File: config.mk
export PLATFORM = sky130hd
export DESIGN_NAME = eprom_byte_program_control
export DESIGN_NICKNAME = d
export VERILOG_FILES = /design/src/pkg/eprom_eprom_program_control_pkg.sv /design/src/pkg/eprom_latch_if.sv /design/src/rtl/eprom_byte_program_control.sv /design/src/rtl/eprom_write_latch.sv
export SDC_FILE = /design/constraint.sdc
export NUM_CORES = 1
export LEC_CHECK = 0
export BUFFER_PORTS_ARGS = -buffer_cell sky130_fd_sc_hd__buf_2
export CAP_MARGIN = 10
export CORE_UTILIZATION = 35
export DETAILED_ROUTE_END_ITERATION = 8
export PLACE_DENSITY_LB_ADDON = 0.05
export SLEW_MARGIN = 20
export SYNTH_ARGS = -nofsm -noshare
export SYNTH_HDL_FRONTEND = slang
export SYNTH_SLANG_ARGS = --single-unit
File: constraint.sdc
create_clock -name sys_clk_in -period 1.8 [get_ports sys_clk_in]
set_clock_uncertainty 0.1 [all_clocks]
set_input_delay 0.36 -clock sys_clk_in [delete_from_list [all_inputs] [get_ports sys_clk_in]]
set_output_delay 0.36 -clock sys_clk_in [all_outputs]
set_load 0.02 [all_outputs]
File: src/pkg/eprom_eprom_program_control_pkg.sv
// Constants shared by the EPROM byte programming control block
package eprom_pgm_pkg;

   // ********************************************************
   // Register map
   // ********************************************************
   localparam int          REG_AW       = 8;
   localparam int          REG_DW       = 8;
   localparam logic [7:0]  CTRL_OFS     = 8'h00;
   localparam logic [7:0]  STAT_OFS     = 8'h01;

   // ********************************************************
   // Field positions and reset values
   // ********************************************************
   localparam int          LATCH_BIT     = 2;
   localparam int          VPP_BIT       = 0;
   localparam int          STAT_HELD_BIT = 0;
   localparam int          STAT_DONE_BIT = 1;
   localparam logic [7:0]  CTRL_RST      = 8'h00;

   // ********************************************************
   // Timing
   // ********************************************************
   localparam int          CLK_KHZ        = 40000;
   localparam int          PULSE_TIME_US  = 1000;
   // Least time, so round up to whole cycles
   localparam int          PULSE_CYC      = (PULSE_TIME_US * CLK_KHZ + 999) / 1000;
   localparam int          EP_AW          = 14;
   localparam int          CNT_W          = 18;

endpackage

File: src/pkg/eprom_latch_if.sv
// Carrier between the control register logic and the address/data latch
`timescale 1ns/1ps
`default_nettype none

interface eprom_latch_if
#(
   parameter int AW = 14
);
   logic          arm;
   logic          cpu_wr;
   logic [AW-1:0] cpu_addr;
   logic [7:0]    cpu_data;
   logic          held;
   logic [AW-1:0] held_addr;
   logic [7:0]    held_data;

   modport ctrl
   (
      output arm,
      output cpu_wr,
      output cpu_addr,
      output cpu_data,
      input  held,
      input  held_addr,
      input  held_data
   );

   modport hold
   (
      input  arm,
      input  cpu_wr,
      input  cpu_addr,
      input  cpu_data,
      output held,
      output held_addr,
      output held_data
   );
endinterface

`default_nettype wire

File: src/rtl/eprom_byte_program_control.sv
// Control register and path steering for programming single EPROM bytes
`timescale 1ns/1ps
`default_nettype none

module eprom_byte_program_control
#(
   parameter int EP_AW     = eprom_pgm_pkg::EP_AW,
   parameter int CNT_W     = eprom_pgm_pkg::CNT_W,
   parameter int PULSE_CYC = eprom_pgm_pkg::PULSE_CYC
)
(
   // Clock and reset
   input  wire logic                             sys_clk_in,
   input  wire logic                             sys_rst_in,
   // Register port
   input  wire logic [eprom_pgm_pkg::REG_AW-1:0] reg_addr_in,
   input  wire logic [eprom_pgm_pkg::REG_DW-1:0] reg_wdata_in,
   input  wire logic                             reg_wr_in,
   input  wire logic                             reg_rd_in,
   output logic [eprom_pgm_pkg::REG_DW-1:0]      reg_rdata_out,
   // CPU access to the EPROM space
   input  wire logic [EP_AW-1:0]                 cpu_addr_in,
   input  wire logic [7:0]                       cpu_wdata_in,
   input  wire logic                             cpu_wr_in,
   input  wire logic                             cpu_rd_in,
   output logic [7:0]                            cpu_rdata_out,
   // EPROM array
   output logic [EP_AW-1:0]                      array_addr_out,
   output logic [7:0]                            array_wdata_out,
   output logic                                  array_rd_en_out,
   input  wire logic [7:0]                       array_rdata_in,
   output logic                                  vpp_en_out
);
   import eprom_pgm_pkg::*;

   localparam logic [CNT_W-1:0] PULSE_LAST = CNT_W'(PULSE_CYC - 1);

   typedef struct packed {
      logic             latch;
      logic             vpp;
      logic [CNT_W-1:0] cnt;
      logic             done;
      logic [7:0]       rdata;
      logic [7:0]       ep_rdata;
   } ctl_state_t;

   ctl_state_t st_r;
   ctl_state_t st_nxt;

   eprom_latch_if #(.AW(EP_AW)) lat ();

   logic ctrl_wr;
   logic ctrl_rd;
   logic stat_rd;
   logic want_latch;
   logic want_vpp;

   // ********************************************************
   // Address decode
   // ********************************************************
   assign ctrl_wr    = reg_wr_in && (reg_addr_in == CTRL_OFS);
   assign ctrl_rd    = reg_rd_in && (reg_addr_in == CTRL_OFS);
   assign stat_rd    = reg_rd_in && (reg_addr_in == STAT_OFS);
   assign want_latch = reg_wdata_in[LATCH_BIT];
   assign want_vpp   = reg_wdata_in[VPP_BIT];

   // ********************************************************
   // Next state
   // ********************************************************
   always_comb
   begin
      st_nxt = st_r;

      // Control register write; unused bits are simply not stored
      if (ctrl_wr)
      begin
         st_nxt.latch = want_latch;
         // Voltage needs a latch from an earlier write that stays set now
         st_nxt.vpp   = want_vpp && st_r.latch && want_latch;
      end

      // Pulse timer runs only under the voltage; it clears in the very cycle
      // the voltage drops, so a stale done flag never outlives the voltage
      if (!st_r.vpp || !st_nxt.vpp)
      begin
         st_nxt.cnt  = '0;
         st_nxt.done = 1'b0;
      end
      else if (st_r.cnt == PULSE_LAST)
      begin
         st_nxt.done = 1'b1;
      end
      else
      begin
         st_nxt.cnt = st_r.cnt + CNT_W'(1);
      end

      // Register read data stand in the cycle after the strobe only
      st_nxt.rdata = 8'h00;
      if (ctrl_rd)
      begin
         st_nxt.rdata[LATCH_BIT] = st_r.latch;
         st_nxt.rdata[VPP_BIT]   = st_r.vpp;
      end
      else if (stat_rd)
      begin
         st_nxt.rdata[STAT_HELD_BIT] = lat.held;
         st_nxt.rdata[STAT_DONE_BIT] = st_r.done;
      end

      // Array data reach the CPU only while not latched
      st_nxt.ep_rdata = 8'h00;
      if (cpu_rd_in && !st_r.latch)
      begin
         st_nxt.ep_rdata = array_rdata_in;
      end
   end

   always_ff @(posedge sys_clk_in or posedge sys_rst_in)
   begin
      if (sys_rst_in)
      begin
         st_r       <= '0;
         st_r.latch <= CTRL_RST[LATCH_BIT];
         st_r.vpp   <= CTRL_RST[VPP_BIT];
      end
      else
      begin
         st_r <= st_nxt;
      end
   end

   // ********************************************************
   // Latch and array steering
   // ********************************************************
   assign lat.arm      = st_r.latch;
   assign lat.cpu_wr   = cpu_wr_in;
   assign lat.cpu_addr = cpu_addr_in;
   assign lat.cpu_data = cpu_wdata_in;

   eprom_write_latch #(.AW(EP_AW)) u_latch
   (
      .sys_clk_in (sys_clk_in),
      .sys_rst_in (sys_rst_in),
      .lat        (lat)
   );

   // While latched the array sees the held location, not the CPU bus
   assign array_addr_out  = st_r.latch ? lat.held_addr : cpu_addr_in;
   assign array_wdata_out = lat.held_data;
   assign array_rd_en_out = cpu_rd_in && !st_r.latch;
   assign cpu_rdata_out   = st_r.ep_rdata;
   assign vpp_en_out      = st_r.vpp;
   assign reg_rdata_out   = st_r.rdata;

   // ********************************************************
   // Checks
   // ********************************************************
   AST_VPP_NEEDS_LATCH: assert property (
      @(posedge sys_clk_in) disable iff (sys_rst_in)
      vpp_en_out |-> st_r.latch)
      else $error("programming voltage without latch");

   AST_NO_DOUBLE_SET: assert property (
      @(posedge sys_clk_in) disable iff (sys_rst_in)
      (ctrl_wr && want_latch && want_vpp && !st_r.latch) |=> (st_r.latch && !vpp_en_out))
      else $error("latch and voltage set by one write");

   AST_VPP_SET: assert property (
      @(posedge sys_clk_in) disable iff (sys_rst_in)
      (ctrl_wr && want_latch && want_vpp && st_r.latch) |=> vpp_en_out)
      else $error("voltage not applied after valid set");

   AST_VPP_CLEAR: assert property (
      @(posedge sys_clk_in) disable iff (sys_rst_in)
      (ctrl_wr && !want_vpp) |=> !vpp_en_out)
      else $error("voltage stayed on after clear");

   AST_READ_BLOCKED: assert property (
      @(posedge sys_clk_in) disable iff (sys_rst_in)
      st_r.latch |-> (!array_rd_en_out ##1 cpu_rdata_out == 8'h00))
      else $error("array read while latched");

   AST_NORMAL_READ: assert property (
      @(posedge sys_clk_in) disable iff (sys_rst_in)
      (cpu_rd_in && !st_r.latch) |->
         (array_rd_en_out && array_addr_out == cpu_addr_in
          ##1 cpu_rdata_out == $past(array_rdata_in)))
      else $error("ordinary read not routed");

   AST_CTRL_READBACK: assert property (
      @(posedge sys_clk_in) disable iff (sys_rst_in)
      ctrl_rd |=> (reg_rdata_out[LATCH_BIT] == $past(st_r.latch)
                   && reg_rdata_out[VPP_BIT] == $past(st_r.vpp)
                   && reg_rdata_out[7:3] == 5'h00 && !reg_rdata_out[1]))
      else $error("control readback wrong");

   AST_RDATA_ONE_CYCLE: assert property (
      @(posedge sys_clk_in) disable iff (sys_rst_in)
      !$past(reg_rd_in) |-> reg_rdata_out == 8'h00)
      else $error("read data outside answer cycle");

   AST_PULSE_DONE: assert property (
      @(posedge sys_clk_in) disable iff (sys_rst_in)
      st_r.done |-> (vpp_en_out && st_r.cnt == PULSE_LAST))
      else $error("pulse done without full voltage time");

   // ********************************************************
   // Register and path checks
   // ********************************************************
   AST_LATCH_WRITE: assert property (
      @(posedge sys_clk_in) disable iff (sys_rst_in)
      ctrl_wr |=> (st_r.latch == $past(want_latch)))
      else $error("latch bit does not follow the write");

   AST_LATCH_KEEPS: assert property (
      @(posedge sys_clk_in) disable iff (sys_rst_in)
      !ctrl_wr |=> $stable(st_r.latch))
      else $error("latch bit changed without a write");

   AST_VPP_KEEPS: assert property (
      @(posedge sys_clk_in) disable iff (sys_rst_in)
      !ctrl_wr |=> $stable(vpp_en_out))
      else $error("voltage changed without a write");

   AST_VPP_REFUSED: assert property (
      @(posedge sys_clk_in) disable iff (sys_rst_in)
      (ctrl_wr && !st_r.latch) |=> !vpp_en_out)
      else $error("voltage set without an earlier latch");

   AST_LATCH_CLEAR_DROPS_VPP: assert property (
      @(posedge sys_clk_in) disable iff (sys_rst_in)
      (ctrl_wr && !want_latch) |=> (!st_r.latch && !vpp_en_out))
      else $error("voltage kept after latch cleared");

   AST_ARRAY_HELD_PATH: assert property (
      @(posedge sys_clk_in) disable iff (sys_rst_in)
      st_r.latch |-> (array_addr_out == lat.held_addr && array_wdata_out == lat.held_data))
      else $error("array not fed from the held byte");

   AST_ARRAY_CPU_PATH: assert property (
      @(posedge sys_clk_in) disable iff (sys_rst_in)
      !st_r.latch |-> (array_addr_out == cpu_addr_in))
      else $error("array address not from the cpu bus");

   AST_CPU_RDATA_IDLE: assert property (
      @(posedge sys_clk_in) disable iff (sys_rst_in)
      !$past(cpu_rd_in) |-> (cpu_rdata_out == 8'h00))
      else $error("cpu read data outside answer cycle");

   AST_STAT_READBACK: assert property (
      @(posedge sys_clk_in) disable iff (sys_rst_in)
      stat_rd |=> (reg_rdata_out[STAT_HELD_BIT] == $past(lat.held)
                   && reg_rdata_out[STAT_DONE_BIT] == $past(st_r.done)
                   && reg_rdata_out[7:2] == 6'h00))
      else $error("status readback wrong");

   AST_HELD_CLEARS: assert property (
      @(posedge sys_clk_in) disable iff (sys_rst_in)
      !st_r.latch |=> !lat.held)
      else $error("held byte kept without latch");

   AST_UNMAPPED_READ: assert property (
      @(posedge sys_clk_in) disable iff (sys_rst_in)
      (reg_rd_in && reg_addr_in != CTRL_OFS && reg_addr_in != STAT_OFS) |=>
         (reg_rdata_out == 8'h00))
      else $error("unmapped read returned data");

   AST_RD_EN_NORMAL: assert property (
      @(posedge sys_clk_in) disable iff (sys_rst_in)
      !st_r.latch |-> (array_rd_en_out == cpu_rd_in))
      else $error("ordinary read enable not passed");

   // ********************************************************
   // Pulse timer checks
   // ********************************************************
   AST_CNT_IDLE: assert property (
      @(posedge sys_clk_in) disable iff (sys_rst_in)
      !vpp_en_out |-> (st_r.cnt == '0 && !st_r.done))
      else $error("pulse timer running without voltage");

   AST_CNT_STEP: assert property (
      @(posedge sys_clk_in) disable iff (sys_rst_in)
      (vpp_en_out && !ctrl_wr && st_r.cnt != PULSE_LAST) |=>
         (st_r.cnt == $past(st_r.cnt) + CNT_W'(1)))
      else $error("pulse counter skipped a cycle");

   AST_DONE_AT_END: assert property (
      @(posedge sys_clk_in) disable iff (sys_rst_in)
      (vpp_en_out && !ctrl_wr && st_r.cnt == PULSE_LAST) |=> st_r.done)
      else $error("pulse done not raised at end of count");

endmodule

`default_nettype wire

File: src/rtl/eprom_write_latch.sv
// Address and data latch that holds one EPROM write for programming
`timescale 1ns/1ps
`default_nettype none

module eprom_write_latch
#(
   parameter int AW = 14
)
(
   // Clock and reset
   input  wire logic   sys_clk_in,
   input  wire logic   sys_rst_in,
   // Towards the control logic
   eprom_latch_if.hold lat
);
   import eprom_pgm_pkg::*;

   typedef struct packed {
      logic          held;
      logic [AW-1:0] addr;
      logic [7:0]    data;
   } lat_state_t;

   lat_state_t st_r;
   lat_state_t st_nxt;

   // ********************************************************
   // Capture
   // ********************************************************
   // Only the first write after arming is kept; later writes cannot
   // disturb a byte that may already be under the programming voltage.
   always_comb
   begin
      st_nxt = st_r;
      if (!lat.arm)
      begin
         st_nxt.held = 1'b0;
      end
      else if (!st_r.held && lat.cpu_wr)
      begin
         st_nxt.held = 1'b1;
         st_nxt.addr = lat.cpu_addr;
         st_nxt.data = lat.cpu_data;
      end
   end

   always_ff @(posedge sys_clk_in or posedge sys_rst_in)
   begin
      if (sys_rst_in)
      begin
         st_r <= '0;
      end
      else
      begin
         st_r <= st_nxt;
      end
   end

   assign lat.held      = st_r.held;
   assign lat.held_addr = st_r.addr;
   assign lat.held_data = st_r.data;

   AST_CAPTURE_FIRST_WRITE: assert property (
      @(posedge sys_clk_in) disable iff (sys_rst_in)
      (lat.arm && !st_r.held && lat.cpu_wr) |=>
         (st_r.held && st_r.addr == $past(lat.cpu_addr) && st_r.data == $past(lat.cpu_data)))
      else $error("armed write was not captured");

   AST_HELD_STABLE: assert property (
      @(posedge sys_clk_in) disable iff (sys_rst_in)
      (st_r.held && lat.arm) |=> $stable(st_r.addr) && $stable(st_r.data))
      else $error("held byte changed while armed");

endmodule

`default_nettype wire

==> Word-level counts from Yosys, hierarchy flattened <==
Cells that the tools add are included.
{ "op_classes": {"add_sub_neg": 1, "eq_ne": 4, "mux": 12, "n_reduce_logical": 15} }
{ "op_table": {"columns": ["operator", "count"], "rows": [
  ["23-bit 2-to-1 mux", 1],
  ["19-bit 2-to-1 mux", 1],
  ["18-bit by 1-bit adder with 18-bit output (second input constant)", 1],
  ["18-bit by 16-bit == test with 1-bit output (second input constant)", 1],
  ["18-bit 2-to-1 mux", 1],
  ["14-bit 2-to-1 mux", 1],
  ["8-bit by 1-bit == test with 1-bit output (second input constant)", 1],
  ["8-bit logical NOT", 1],
  ["8-bit 2-to-1 mux", 1],
  ["1-bit logical AND", 7],
  ["1-bit 2-to-1 mux", 6],
  ["1-bit logical NOT", 4],
  ["2-bit 2-to-1 mux", 1],
  ["2-bit by 1-bit inequality test with 1-bit output (second input constant)", 1],
  ["2-bit inequality test (second input constant)", 1],
  ["2-bit AND reduction", 1],
  ["2-bit nonzero test", 1],
  ["1-bit logical OR", 1]
]} }
{ "totals": {"reg_bits": 55, "inputBits": 52, "out_inout_bits": 40, "word_cells": 41} }

==> Logic depth before layout (Yosys ltp) <==
Gate-level depths: netlist of the first run.
{ "depth": {"word_depth": 6, "depth_mapped": 6, "mapped_depth_nobuf": 5} }

==> Modules after synthesis <==
From an unflattened synthesis of the first run, not the netlist that was laid out.
{ "hier_totals": {"cells_unflattened": 231, "area_unflattened_um2": 2728.9} }
{ "modules_own_cells": {"columns": ["module", "n_inst", "cells_per_inst", "area_each_um2", "seq_area_each_um2"], "rows": [
  ["eprom_byte_program_control", 1, 181, 1776.7, 800.8],
  ["eprom_write_latch", 1, 50, 952.2, 575.6]
]} }

==> Least setup slack after synthesis of the first run <==
Ideal clock, no wire load.
{ "synth_path": {"kind": "input -> register", "from": "input port reg_addr_in[5] in the netlist's numbering", "to": "register st_r (netlist bit lat.arm)", "setup_time_ns": 0.125, "arrival_ns": 1.621, "required_time_ns": 1.575, "slack_ns": -0.046, "stages": 3, "path_buffers": 0, "cell_sequence": "or4_4 or3_4 mux2_4"} }
{ "synth_between": {"elab_chain_len": 2} }
{ "synth_lines": {"columns": ["element", "line", "text"], "rows": [
  ["from (decl)", "eprom_byte_program_control.sv:16", "input wire logic [eprom_pgm_pkg::REG_AW-1:0] reg_addr_in,"],
  ["8-bit logical NOT", "eprom_byte_program_control.sv:61", "assign ctrl_wr = reg_wr_in && (reg_addr_in == CTRL_OFS);"],
  ["1-bit logical AND", "eprom_byte_program_control.sv:61", null],
  ["to (signal assigned)", "eprom_byte_program_control.sv:129", "st_r <= st_nxt;"],
  ["to (decl)", "eprom_byte_program_control.sv:47", "ctl_state_t st_r;"]
]} }
No other way between the ends.
A chain may end at the register's enable or synchronous reset.

==> Final worst setup path of the first run <==
{ "layout_path": {"from": "register st_r (netlist bit lat.arm)", "to": "output port array_addr_out[12]"} }
{ "layout_between": {"elab_chain_len": 1} }
{ "layout_lines": {"columns": ["element", "line", "text"], "rows": [
  ["14-bit 2-to-1 mux", "eprom_byte_program_control.sv:149", "assign array_addr_out = st_r.latch ? lat.held_addr : cpu_addr_in;"],
  ["to (decl)", "eprom_byte_program_control.sv:28", "output logic [EP_AW-1:0] array_addr_out,"]
]} }
No other way between the ends.

==> out/summary.txt, run 1 <==
Post-Syn Instances: 226
Core Area: 7290 sq um
post-synthesis sequential area ratio: 51.7%
most frequent cells in the layout: buf_2 (72), dfrtp_1 (53), mux2_2 (35), buf_4 (31), a21oi_1 (11)
Max Clock Freq: 0.546 GHz
Port Buffers: 80
Max VDD drop: 0.000416 V
CP max FO: 8
Initial Util: 36.5%
Area Overhead vs Synth: 33.5%
nets@finish: 380
delay-heaviest family, CP: flip-flops
Final Slew Violations: 0
TritonCTS clock tree: built
Area after DPL: 3260 sq um
first-pass GRT wire length: 8510 um
Ports: 92
Critical R2R Launch: st_r[27]
NetSw: 734 uW
FILL cells: 732
fin worst setup slack: -31.5 ps
First DRT Iteration DRCs: 73
Synth Area per Inst: 11.8 sq um
DR vias: 2037
Slowest cell on crit path: dfrtp_2
Final Critical Period: 1830 ps
M3 GR Usage: 3.23%
row count: 31
met2 usage in global routing: 23.6%
cells along the critical path: clkbuf_16, mux2_2, buf_6
Max Cap Viol: 0
Die H: 89.2 um
Final ANT Viol Nets: 0
CTS buffer count: 5
Leakage: 1.70 nW
asr flop ratio synth: 100%
worst min-delay path startpoint: array_rdata_in[2]
Tot GR Track Use: 13.9%
RSZ-0062 raised after global routing: yes
Worst Setup SP: lat.arm
Gate power share: 18.6%
clk slew on worst S/H paths: 100 ps
DR DRC count: 0
Slowest Stage Delay on Critical Path: 420 ps
ANT cells: 0
Post-synth EDFFs: 0
pwr dens: 787 nW/um^2
final setup TNS: -210 ps
Int Pwr: 2.06 mW
Pre-Repair DR Iteration Count: 5
DR vias/cell: 4.77
latest clock arrival within the worst-skew pair: 300 ps
warnings from Yosys: 0
Sink Count: 55
Most used DFF post-synth: dfrtp_1
synthesized flop and latch total: 55
CP Capture Type: primary output
Tot Pwr: 2.80 mW
Reg area: 1380 sq um
status: finished with violations
largest net degree at the start of global routing: 42
Setup violations, final: 14
HP Class: in -> reg
violated checks: setup timing
post-DR wirelength/cell: 13.4 um
Seq pwr share: 51.4%
number of levels in the clock H-tree: 2
Crit path required time: 1340 ps
critical path arrival: 1370 ps
initial antenna violation count: 0
fin area: 3550 sq um
clock tree buffer depth: 2
layout cells sized above 1: 53.0%
Multi-input gate area: 1170 sq um
Distinct cells, synth: 41
mapped cell area: 2660 sq um
root buffer cell: clkbuf_8
GRT Residual Overflow: 0
die area: 7960 sq um
Worst setup SP type: register
Hold Vio Cnt, Final: 0
Worst Path Buf+Inv: 2
leading cell type in the layout, fill and taps excluded: buf_2
Die X-Extent: 89.2 um
clock power share: 29.9%
gr busiest metal: met2
fin crit share: 102%
switch share: 26.2%
dpl hpwl: 3960 um
GR Util met1: 18.1%
Total Wirelength: 5740 um
gp weighted congestion: 0.752
Crit Path Class: reg -> out
number of global-route vias before repair: 1815
==> registers in the layout, summed over array words and instances, names as in the netlist <==
register,cells
vpp_en_out,1
u_latch.lat.held_data,8
u_latch.lat.held,1
cpu_rdata_out,8
st_r,19
reg_rdata_out,3
u_latch.lat.held_addr,14
lat.arm,1
==> metal layers <==
layer	wire length (um)	vias up
met5	0	-
met4	47	0
met3	326	4
met2	2720	59
met1	2640	982
li1	-	992
==> Yosys cell counts (2+ instances only) <==
library cell	number	area share, %
xor2_1	3	0.99
nor2_1	8	1.1
and4_1	2	0.66
nand2b_1	3	0.70
o21ai_0	4	0.75
a21oi_1	11	2.1
buf_1	3	0.42
and3_1	6	1.4
mux2i_1	3	1.1
nand3_1	8	1.5
mux2_2	36	15
clkbuf_1	2	0.28
nand2_1	10	1.4
o31ai_1	5	1.4
or4_1	5	1.4
dfrtp_1	55	52
buf_4	17	4.8
inv_1	2	0.28
nor4b_1	2	0.66
buf_2	3	0.56
nand4_1	3	0.70
and2_1	9	2.1
or3_1	3	0.70
nor3_1	3	0.56
a31oi_1	3	0.70
mux2_4	2	1.1
==> timing repair <==
action | CTS | global route
buffers inserted | 1 | 4
resized for setup | 7 | 24
pin swaps | 0 | 6
gates cloned | 0 | 2
hold buffers | 1 | 0
endpoints found under the setup margin | 18 | 21
endpoints found under the hold margin | 14 | 0
==> cell families after synthesis <==
kind of cell	after synthesis	share of synthesized area, %
DFF	55	51.7
xor gates and xnor gates	3	0.987
adders and majority gates	1	0.470
buffers and inverters	27	6.34
muxes	41	17.5
AOI/OAI and AO/OA	30	7.90
other	1	0.141
and+or+nand+nor	68	15.0
==> power groups by stage <==
stage | Combinational, mW | Sequential [mW] | Clock (mW)
2_1_floorplan | 0.281 | 1.51 | 0
3_3_place_gp | 0.490 | 1.46 | 0
3_5_place_dp | 0.495 | 1.46 | 0
4_1_cts | 0.502 | 1.44 | 0.877
5_1_grt | 0.576 | 1.46 | 0.917
6_report | 0.521 | 1.44 | 0.837
==> final timing paths <==
kind                            slack [ps]                       end  cells past startpoint
max in group asynchronous              600                  st_r[23]                      4
min in group asynchronous              470          cpu_rdata_out[2]                      3
worst max-delay path                   -30        array_addr_out[12]                      3
worst max register to register          60                  st_r[29]                      5
worst min register to register         410  u_latch.lat.held_data[6]                      1
worst min-delay path                   160          cpu_rdata_out[2]                      2
==> worst reg2reg max path, cell delays in order (launching register included) <==
cell	delay (ps)
dfrtp_1	420
and2_1	180
and4_1	220
buf_4	140
or4_1	490
a21oi_1	130
==> cell type report <==
type,instances,share of cell area (%)
timing repair buffer,115,21.3
sequential,55,38.8
tap,99,3.49
clock inverter,3,1.30
inverter,2,0.317
multi-input combinational,148,32.8
clock buffer,5,1.94
==> metrics by stage <==
stage	hold slack, ps	worst slack (ps)	cells	utilization (%)
CTS	146	-46.7	421	46.8
detailed placement	260	-239	411	44.7
global route	151	-87.0	427	48.7
global placement	260	-205	411	44.7
floorplan	330	0.192	230	-
finish	156	-31.5	427	48.7
No activity file was read; power rests on OpenSTA's default activity.
==> run 2, diff against run 1 <==
--- a/config.mk
+++ b/config.mk
@@ -13,4 +13,5 @@
 export SLEW_MARGIN = 20
 export SYNTH_ARGS = -nofsm -noshare
 export SYNTH_HDL_FRONTEND = slang
+export SYNTH_HIERARCHICAL = 1
 export SYNTH_SLANG_ARGS = --single-unit
==> run 2 against run 1 <==
  * The flow still finishes with violations (setup timing)
  * Synthesized area rose by 2.5%
  * Combinational power is 11% higher
  * Non-clock buffer count down 6
  * Wire length decreased by 0.47%
  * Synthesized cell count up 2.2%
==> out/summary.txt, run 2 <==
Crit Path Class: reg -> out (unchanged)
Worst Setup EP: array_addr_out[9] (was array_addr_out[12])
FILL cells: 718 (was 732)
Leakage: 1.73 nW (was 1.70 nW)
end of the worst register-to-register path: st_r[30] (was st_r[29])
most frequent cells in the layout: buf_2 (77), dfrtp_1 (54), buf_4 (27), mux2_4 (20), mux2_2 (17) (was buf_2 (72), dfrtp_1 (53), mux2_2 (35), buf_4 (31), a21oi_1 (11))
DR vias: 1984 (was 2037)
Gate power share: 21.0% (was 18.6%)
Final ANT Viol Nets: 0 (unchanged)
NetSw: 734 uW (about the same)
Area after DPL: 3270 sq um (was 3260 sq um)
number of levels in the clock H-tree: 2 (unchanged)
Final Slew Violations: 0 (unchanged)
status: finished with violations (unchanged)
nets@finish: 379 (was 380)
Crit path required time: 1340 ps (about the same)
Post-synth EDFFs: 0 (unchanged)
Register-to-Register Path Depth: 4 (was 5)
Max VDD drop: 0.000377 V (was 0.000416 V)
warnings from Yosys: 6 (was 0)
Critical R2R Launch: st_r[24] (was st_r[27])
Distinct cells, synth: 40 (was 41)
row count: 31 (unchanged)
number of global-route vias before repair: 1966 (was 1815)
Tot GR Track Use: 14.6% (was 13.9%)
gp weighted congestion: 0.736 (was 0.752)
clock power share: 26.1% (was 29.9%)
mapped cell area: 2730 sq um (was 2660 sq um)
Setup violations, final: 14 (unchanged)
synthesized flop and latch total: 55 (unchanged)
fin crit share: 102% (about the same)
clock tree buffer depth: 2 (unchanged)
Die X-Extent: 90.3 um (was 89.2 um)
ANT cells: 0 (unchanged)
final setup TNS: -343 ps (was -210 ps)
most instantiated library cell after synthesis: dfrtp_1 (unchanged)
Worst R2R Setup Slack: 60 ps (about the same)
DR DRC count: 0 (unchanged)
post-DR wirelength/cell: 13.4 um (about the same)
asr flop ratio synth: 100% (unchanged)
TritonCTS clock tree: built (unchanged)
Pre-Repair DR Iteration Count: 4 (was 5)
Post-Syn Instances: 231 (was 226)
Core Area: 7410 sq um (was 7290 sq um)
Port Buffers: 80 (unchanged)
post-synth top area share: 50.4% (was 51.7%)
root buffer cell: clkbuf_8 (unchanged)
Int Pwr: 2.01 mW (was 2.06 mW)
Max Cap Viol: 0 (unchanged)
DR vias/cell: 4.67 (was 4.77)
Total Wirelength: 5710 um (was 5740 um)
CP Capture Type: primary output (unchanged)
first-pass GRT wire length: 9520 um (was 8510 um)
GRT Residual Overflow: 0 (unchanged)
Multi-input gate area: 1220 sq um (was 1170 sq um)
initial antenna violation count: 0 (unchanged)
CTS buffer count: 5 (unchanged)
pwr dens: 785 nW/um^2 (was 787 nW/um^2)
Worst Setup SP: lat.arm (unchanged)
Sink Count: 55 (unchanged)
switch share: 26.7% (was 26.2%)
critical path arrival: 1380 ps (was 1370 ps)
worst-case hold slack: 150 ps (was 156 ps)
First DRT Iteration DRCs: 52 (was 73)
final std cells w/o fill: 425 (was 427)
Area Overhead vs Synth: 28.1% (was 33.5%)
cell taking the most area after synthesis: dfrtp_1 (unchanged)
Biggest register: st_r (unchanged)
violated checks: setup timing (unchanged)
HP Class: in -> reg (unchanged)
Synth Area per Inst: 11.8 sq um (about the same)
leading cell type in the layout, fill and taps excluded: buf_2 (unchanged)
Commonest cells post-synth: dfrtp_1 (55), mux2_4 (20), mux2_2 (17), buf_4 (16) (was dfrtp_1 (55), mux2_2 (36), buf_4 (17), a21oi_1 (11), nand2_1 (10))
Worst setup SP type: register (unchanged)
Die H: 90.3 um (was 89.2 um)
Reg area: 1380 sq um (about the same)
CP max FO: 9 (was 8)
Ports: 92 (unchanged)
dpl hpwl: 4130 um (was 3960 um)
latest clock arrival within the worst-skew pair: 310 ps (was 300 ps)
fin worst setup slack: -40.6 ps (was -31.5 ps)
clk slew on worst S/H paths: 100 ps (about the same)
Initial Util: 36.8% (was 36.5%)
RSZ-0062 raised after global routing: yes (unchanged)
Final Critical Period: 1840 ps (was 1830 ps)
dominant cells by area after synthesis: dfrtp_1 (50%), mux2_4 (11%), mux2_2 (7.0%) (was dfrtp_1 (52%), mux2_2 (15%), buf_4 (4.8%))
max reg flops: 19 (unchanged)
dpl cells: 412 (was 411)
Hold Vio Cnt, Final: 0 (unchanged)
post-synthesis sequential area ratio: 50.4% (was 51.7%)
Seq pwr share: 52.9% (was 51.4%)
die area: 8150 sq um (was 7960 sq um)
Most used DFF post-synth: dfrtp_1 (unchanged)
Max Clock Freq: 0.543 GHz (was 0.546 GHz)
fin area: 3490 sq um (was 3550 sq um)
layout cells sized above 1: 51.8% (was 53.0%)
largest net degree at the start of global routing: 33 (was 42)
[run 2: changes by cell type in the layout (fill, tap and decap cells not counted), sizes merged, moves of 3 or more]
cell	change
a211oi	+3
and3	-5
buf	-6
inv	+4
nand2b	-3
nor2	+3
nor3	+4
nor4	+6
o31ai	-5
or4	-4
xnor2	+5
xor2	-3
[run 2: worst max-delay path: stages (launching register included)]
cell,delay [ps]
dfrtp_2,420
clkbuf_16,170
mux2_2,320
buf_2,160
[run 2: cells by family after synthesis]
group	count (synthesis)	share of synthesized area [%]
AOI/OAI and AO/OA	29	6.42
xor gates and xnor gates	5	1.60
muxes	38	18.4
other	1	0.137
buffers and inverters	30	7.43
adders and majority gates	1	0.458
and+or+nand+nor	72	15.1
DFF	55	50.4
[run 2: per-layer routing]
metal | vias to the layer above | GRT usage (%) | share of wire, %
met2 | 50 | 23.9 | 48
met5 | - | 0 | 0
met4 | 0 | 4.03 | 1.1
met1 | 944 | 19.1 | 46
li1 | 984 | - | -
met3 | 6 | 3.96 | 4.6
[run 2: metrics by stage]
stage	setup WS, ps	power [mW]	util, %
CTS	-76.7	2.78	45.5
floorplan	76.3	1.87	-
global placement	65.2	2.03	44.1
global route	-98.7	2.90	47.2
detailed placement	27.5	2.04	44.1
finish	-40.6	2.74	47.2
[run 2: worst min-delay path by stage]
stage	from	to	slack [ps]	cells past startpoint
6_report	array_rdata_in[1]	cpu_rdata_out[1]	150	2
5_1_grt	array_rdata_in[1]	cpu_rdata_out[1]	130	2
4_1_cts	array_rdata_in[1]	cpu_rdata_out[1]	140	2
3_5_place_dp	sys_rst_in	u_latch/lat.held_addr[7]	260	2
3_3_place_gp	sys_rst_in	u_latch/lat.held_addr[7]	260	2
2_1_floorplan	sys_rst_in	u_latch/lat.held	260	1
[run 2: layout make-up]
type                       count  area share [%]
timing repair buffer         109            19.0
sequential                    55            39.4
inverter                       5           0.537
clock inverter                 1           0.251
tap                           99            3.54
clock buffer                   6            2.36
multi-input combinational    150            34.8
[run 2: repair_timing]
action | 4_1_cts | 5_1_grt
endpoints found under the hold margin | 8 | 0
gates resized for setup | 0 | 18
endpoints found under the setup margin | 14 | 23
buffers inserted | 0 | 4
hold buffers | 1 | 0
pin swaps | 0 | 6
cloned | 0 | 1
[run 2: power groups by stage]
stage / Sequential [mW] / Clock, mW / Combinational [mW]
global placement: 1.47 / 0 / 0.561
detailed placement: 1.47 / 0 / 0.569
CTS: 1.45 / 0.757 / 0.570
global route: 1.47 / 0.803 / 0.622
floorplan: 1.52 / 0 / 0.352
finish: 1.45 / 0.716 / 0.576
==> run 3, diff against run 2 <==
--- a/config.mk
+++ b/config.mk
@@ -9,7 +9,7 @@
 export CAP_MARGIN = 10
 export CORE_UTILIZATION = 35
 export DETAILED_ROUTE_END_ITERATION = 8
-export PLACE_DENSITY_LB_ADDON = 0.05
+export PLACE_DENSITY = 0.58
 export SLEW_MARGIN = 20
 export SYNTH_ARGS = -nofsm -noshare
 export SYNTH_HDL_FRONTEND = slang
==> run 3 against run 2 <==
  * The flow still finishes with violations (setup timing)
  * Flip-flop and latch count did not move
  * Cell count rose by 1.2%
  * Largest power group unchanged
  * Utilization rose by 2.4 points
  * Sequential share of layout area fell by 1.9 points
  * Maximum frequency is 1.2% lower
  * Global-route usage fell by 1.3 points
  * Clock-buffer cell count did not move
  * Clock power rose by 2%
  * Critical path depth unchanged
==> out/summary.txt, run 3 (synthesis results as in run 2) <==
critical path arrival: 1400 ps (was 1380 ps)
Max Clock Freq: 0.537 GHz (was 0.543 GHz)
cells along the critical path: clkbuf_16, mux2_4, buf_6 (was clkbuf_16, mux2_2, buf_2)
Slowest cell on crit path: dfrtp_2 (unchanged)
Core Area: 7410 sq um (unchanged)
gp weighted congestion: 0.724 (was 0.736)
Setup violations, final: 15 (was 14)
most frequent cells in the layout: buf_2 (65), dfrtp_1 (54), mux2_4 (34), buf_4 (28), buf_6 (15) (was buf_2 (77), dfrtp_1 (54), buf_4 (27), mux2_4 (20), mux2_2 (17))
DR DRC count: 0 (unchanged)
Int Pwr: 2.07 mW (was 2.01 mW)
Initial Util: 36.8% (unchanged)
Sink Count: 55 (unchanged)
Pre-Repair DR Iteration Count: 4 (unchanged)
DR vias/cell: 4.71 (was 4.67)
max reg flops: 19 (unchanged)
leading cell type in the layout, fill and taps excluded: buf_2 (unchanged)
largest net degree at the start of global routing: 33 (unchanged)
pwr dens: 771 nW/um^2 (was 785 nW/um^2)
First DRT Iteration DRCs: 84 (was 52)
Area Overhead vs Synth: 34.5% (was 28.1%)
clock tree buffer depth: 2 (unchanged)
dpl hpwl: 3840 um (was 4130 um)
ANT cells: 0 (unchanged)
clock power share: 25.7% (was 26.1%)
fin worst setup slack: -63.9 ps (was -40.6 ps)
first-pass GRT wire length: 8890 um (was 9520 um)
Crit path required time: 1340 ps (about the same)
Crit Path Class: reg -> out (unchanged)
WHS Path Cells: 2 (unchanged)
Worst Path Buf+Inv: 2 (unchanged)
nets@finish: 383 (was 379)
switch share: 26.9% (was 26.7%)
Final Critical Period: 1860 ps (was 1840 ps)
violated checks: setup timing (unchanged)
Port Buffers: 80 (unchanged)
Biggest register: st_r (unchanged)
die area: 8150 sq um (unchanged)
RSZ-0062 raised after global routing: yes (unchanged)
Tot Pwr: 2.83 mW (was 2.74 mW)
layout cells sized above 1: 52.0% (was 51.8%)
DR vias: 2025 (was 1984)
Leakage: 1.82 nW (was 1.73 nW)
HP Class: in -> reg (unchanged)
CP Capture Type: primary output (unchanged)
Max Cap Viol: 0 (unchanged)
NetSw: 763 uW (was 734 uW)
FILL cells: 665 (was 718)
worst min-delay path startpoint: reg_addr_in[0] (was array_rdata_in[1])
initial antenna violation count: 0 (unchanged)
Worst R2R Setup Slack: 30 ps (was 60 ps)
clk slew on worst S/H paths: 100 ps (about the same)
fin crit share: 104% (was 102%)
post-DR wirelength/cell: 13.3 um (was 13.4 um)
end of the worst register-to-register path: st_r[30] (unchanged)
Die H: 90.3 um (unchanged)
row count: 31 (unchanged)
Slowest Stage Delay on Critical Path: 480 ps (was 420 ps)
Final ANT Viol Nets: 0 (unchanged)
Max VDD drop: 0.000487 V (was 0.000377 V)
delay-heaviest family, CP: flip-flops (unchanged)
Gate power share: 22.6% (was 21.0%)
Ports: 92 (unchanged)
CP max FO: 6 (was 9)
Worst setup SP type: register (unchanged)
TritonCTS clock tree: built (unchanged)
number of global-route vias before repair: 1937 (was 1966)
Tot GR Track Use: 13.3% (was 14.6%)
GRT Residual Overflow: 0 (unchanged)
final core utilization: 49.6% (was 47.2%)
Register-to-Register Path Depth: 4 (unchanged)
Critical R2R Launch: st_r[23] (was st_r[24])
Final Slew Violations: 0 (unchanged)
Total Wirelength: 5720 um (was 5710 um)
WHS Endpoint: reg_rdata_out[2] (was cpu_rdata_out[1])
status: finished with violations (unchanged)
number of levels in the clock H-tree: 2 (unchanged)
CTS buffer count: 5 (unchanged)
Die X-Extent: 90.3 um (unchanged)
root buffer cell: clkbuf_8 (unchanged)
Seq pwr share: 51.7% (was 52.9%)
Hold Vio Cnt, Final: 0 (unchanged)
latest clock arrival within the worst-skew pair: 310 ps (about the same)
run 3: changes by cell type in the layout (fill, tap and decap cells not counted), sizes merged:
cell,before,now
inv,6,5
clkinv,0,1
clkinvlp,0,1
buf,107,110
clkbuf,7,8
run 3: worst max path at each step:
stage / from / to / slack [ps] / cells past startpoint
2_1_floorplan: st_r[22] / st_r[32] / 80 / 4
3_3_place_gp: st_r[23] / st_r[30] / 90 / 4
3_5_place_dp: st_r[23] / st_r[32] / 40 / 4
4_1_cts: lat.arm / array_addr_out[9] / -60 / 3
5_1_grt: lat.arm / array_addr_out[8] / -110 / 3
6_report: lat.arm / array_addr_out[8] / -60 / 3
run 3: per-layer routing:
metal  global-route usage [%]  part of all wire, %
met1                     17.5                   46
met4                     3.23                 0.40
met3                     3.70                  5.1
met5                        0                    0
met2                     21.9                   49
run 3: layout make-up:
cell class | count | area, sq um | share of cell area [%]
well taps | 99 | 124 | 3.37
clock inverters | 2 | 16.3 | 0.443
flip-flops and latches | 55 | 1380 | 37.5
inverters | 5 | 18.8 | 0.511
clock buffers | 6 | 82.6 | 2.25
multi-input cells | 150 | 1250 | 34.0
repair buffers | 113 | 805 | 21.9
run 3: worst register-to-register path, stage by stage, from the launching register on:
cell	delay [ps]
dfrtp_1	400
nand3_2	120
or4_4	590
or3_1	340
a21oi_1	140
run 3: power groups by stage:
stage               clock network [mW]  logic [mW]  registers, mW
floorplan                            0       0.352           1.52
global placement                     0       0.561           1.47
detailed placement                   0       0.570           1.47
CTS                              0.755       0.567           1.46
global route                     0.814       0.681           1.48
finish                           0.727       0.641           1.46
run 3: repair_timing:
action / in CTS / in global routing
setup endpoints to repair: 14 / 22
resized for setup: 0 / 56
cloned: 0 / 2
endpoints found under the hold margin: 23 / 0
hold buffers: 1 / 0
buffers inserted: 0 / 5
pin swaps: 0 / 6
run 3: per-stage QoR:
stage	instance area, sq um	setup slack (ps)	setup TNS, ps	hold WS [ps]	std cells
6_report	3670	-63.9	-749	153	430
5_1_grt	3670	-105	-1480	139	430
4_1_cts	3410	-64.8	-767	144	423
3_5_place_dp	3300	44.3	0	284	414
3_3_place_gp	3300	90.9	0	278	414
2_1_floorplan	2750	76.3	0	262	235
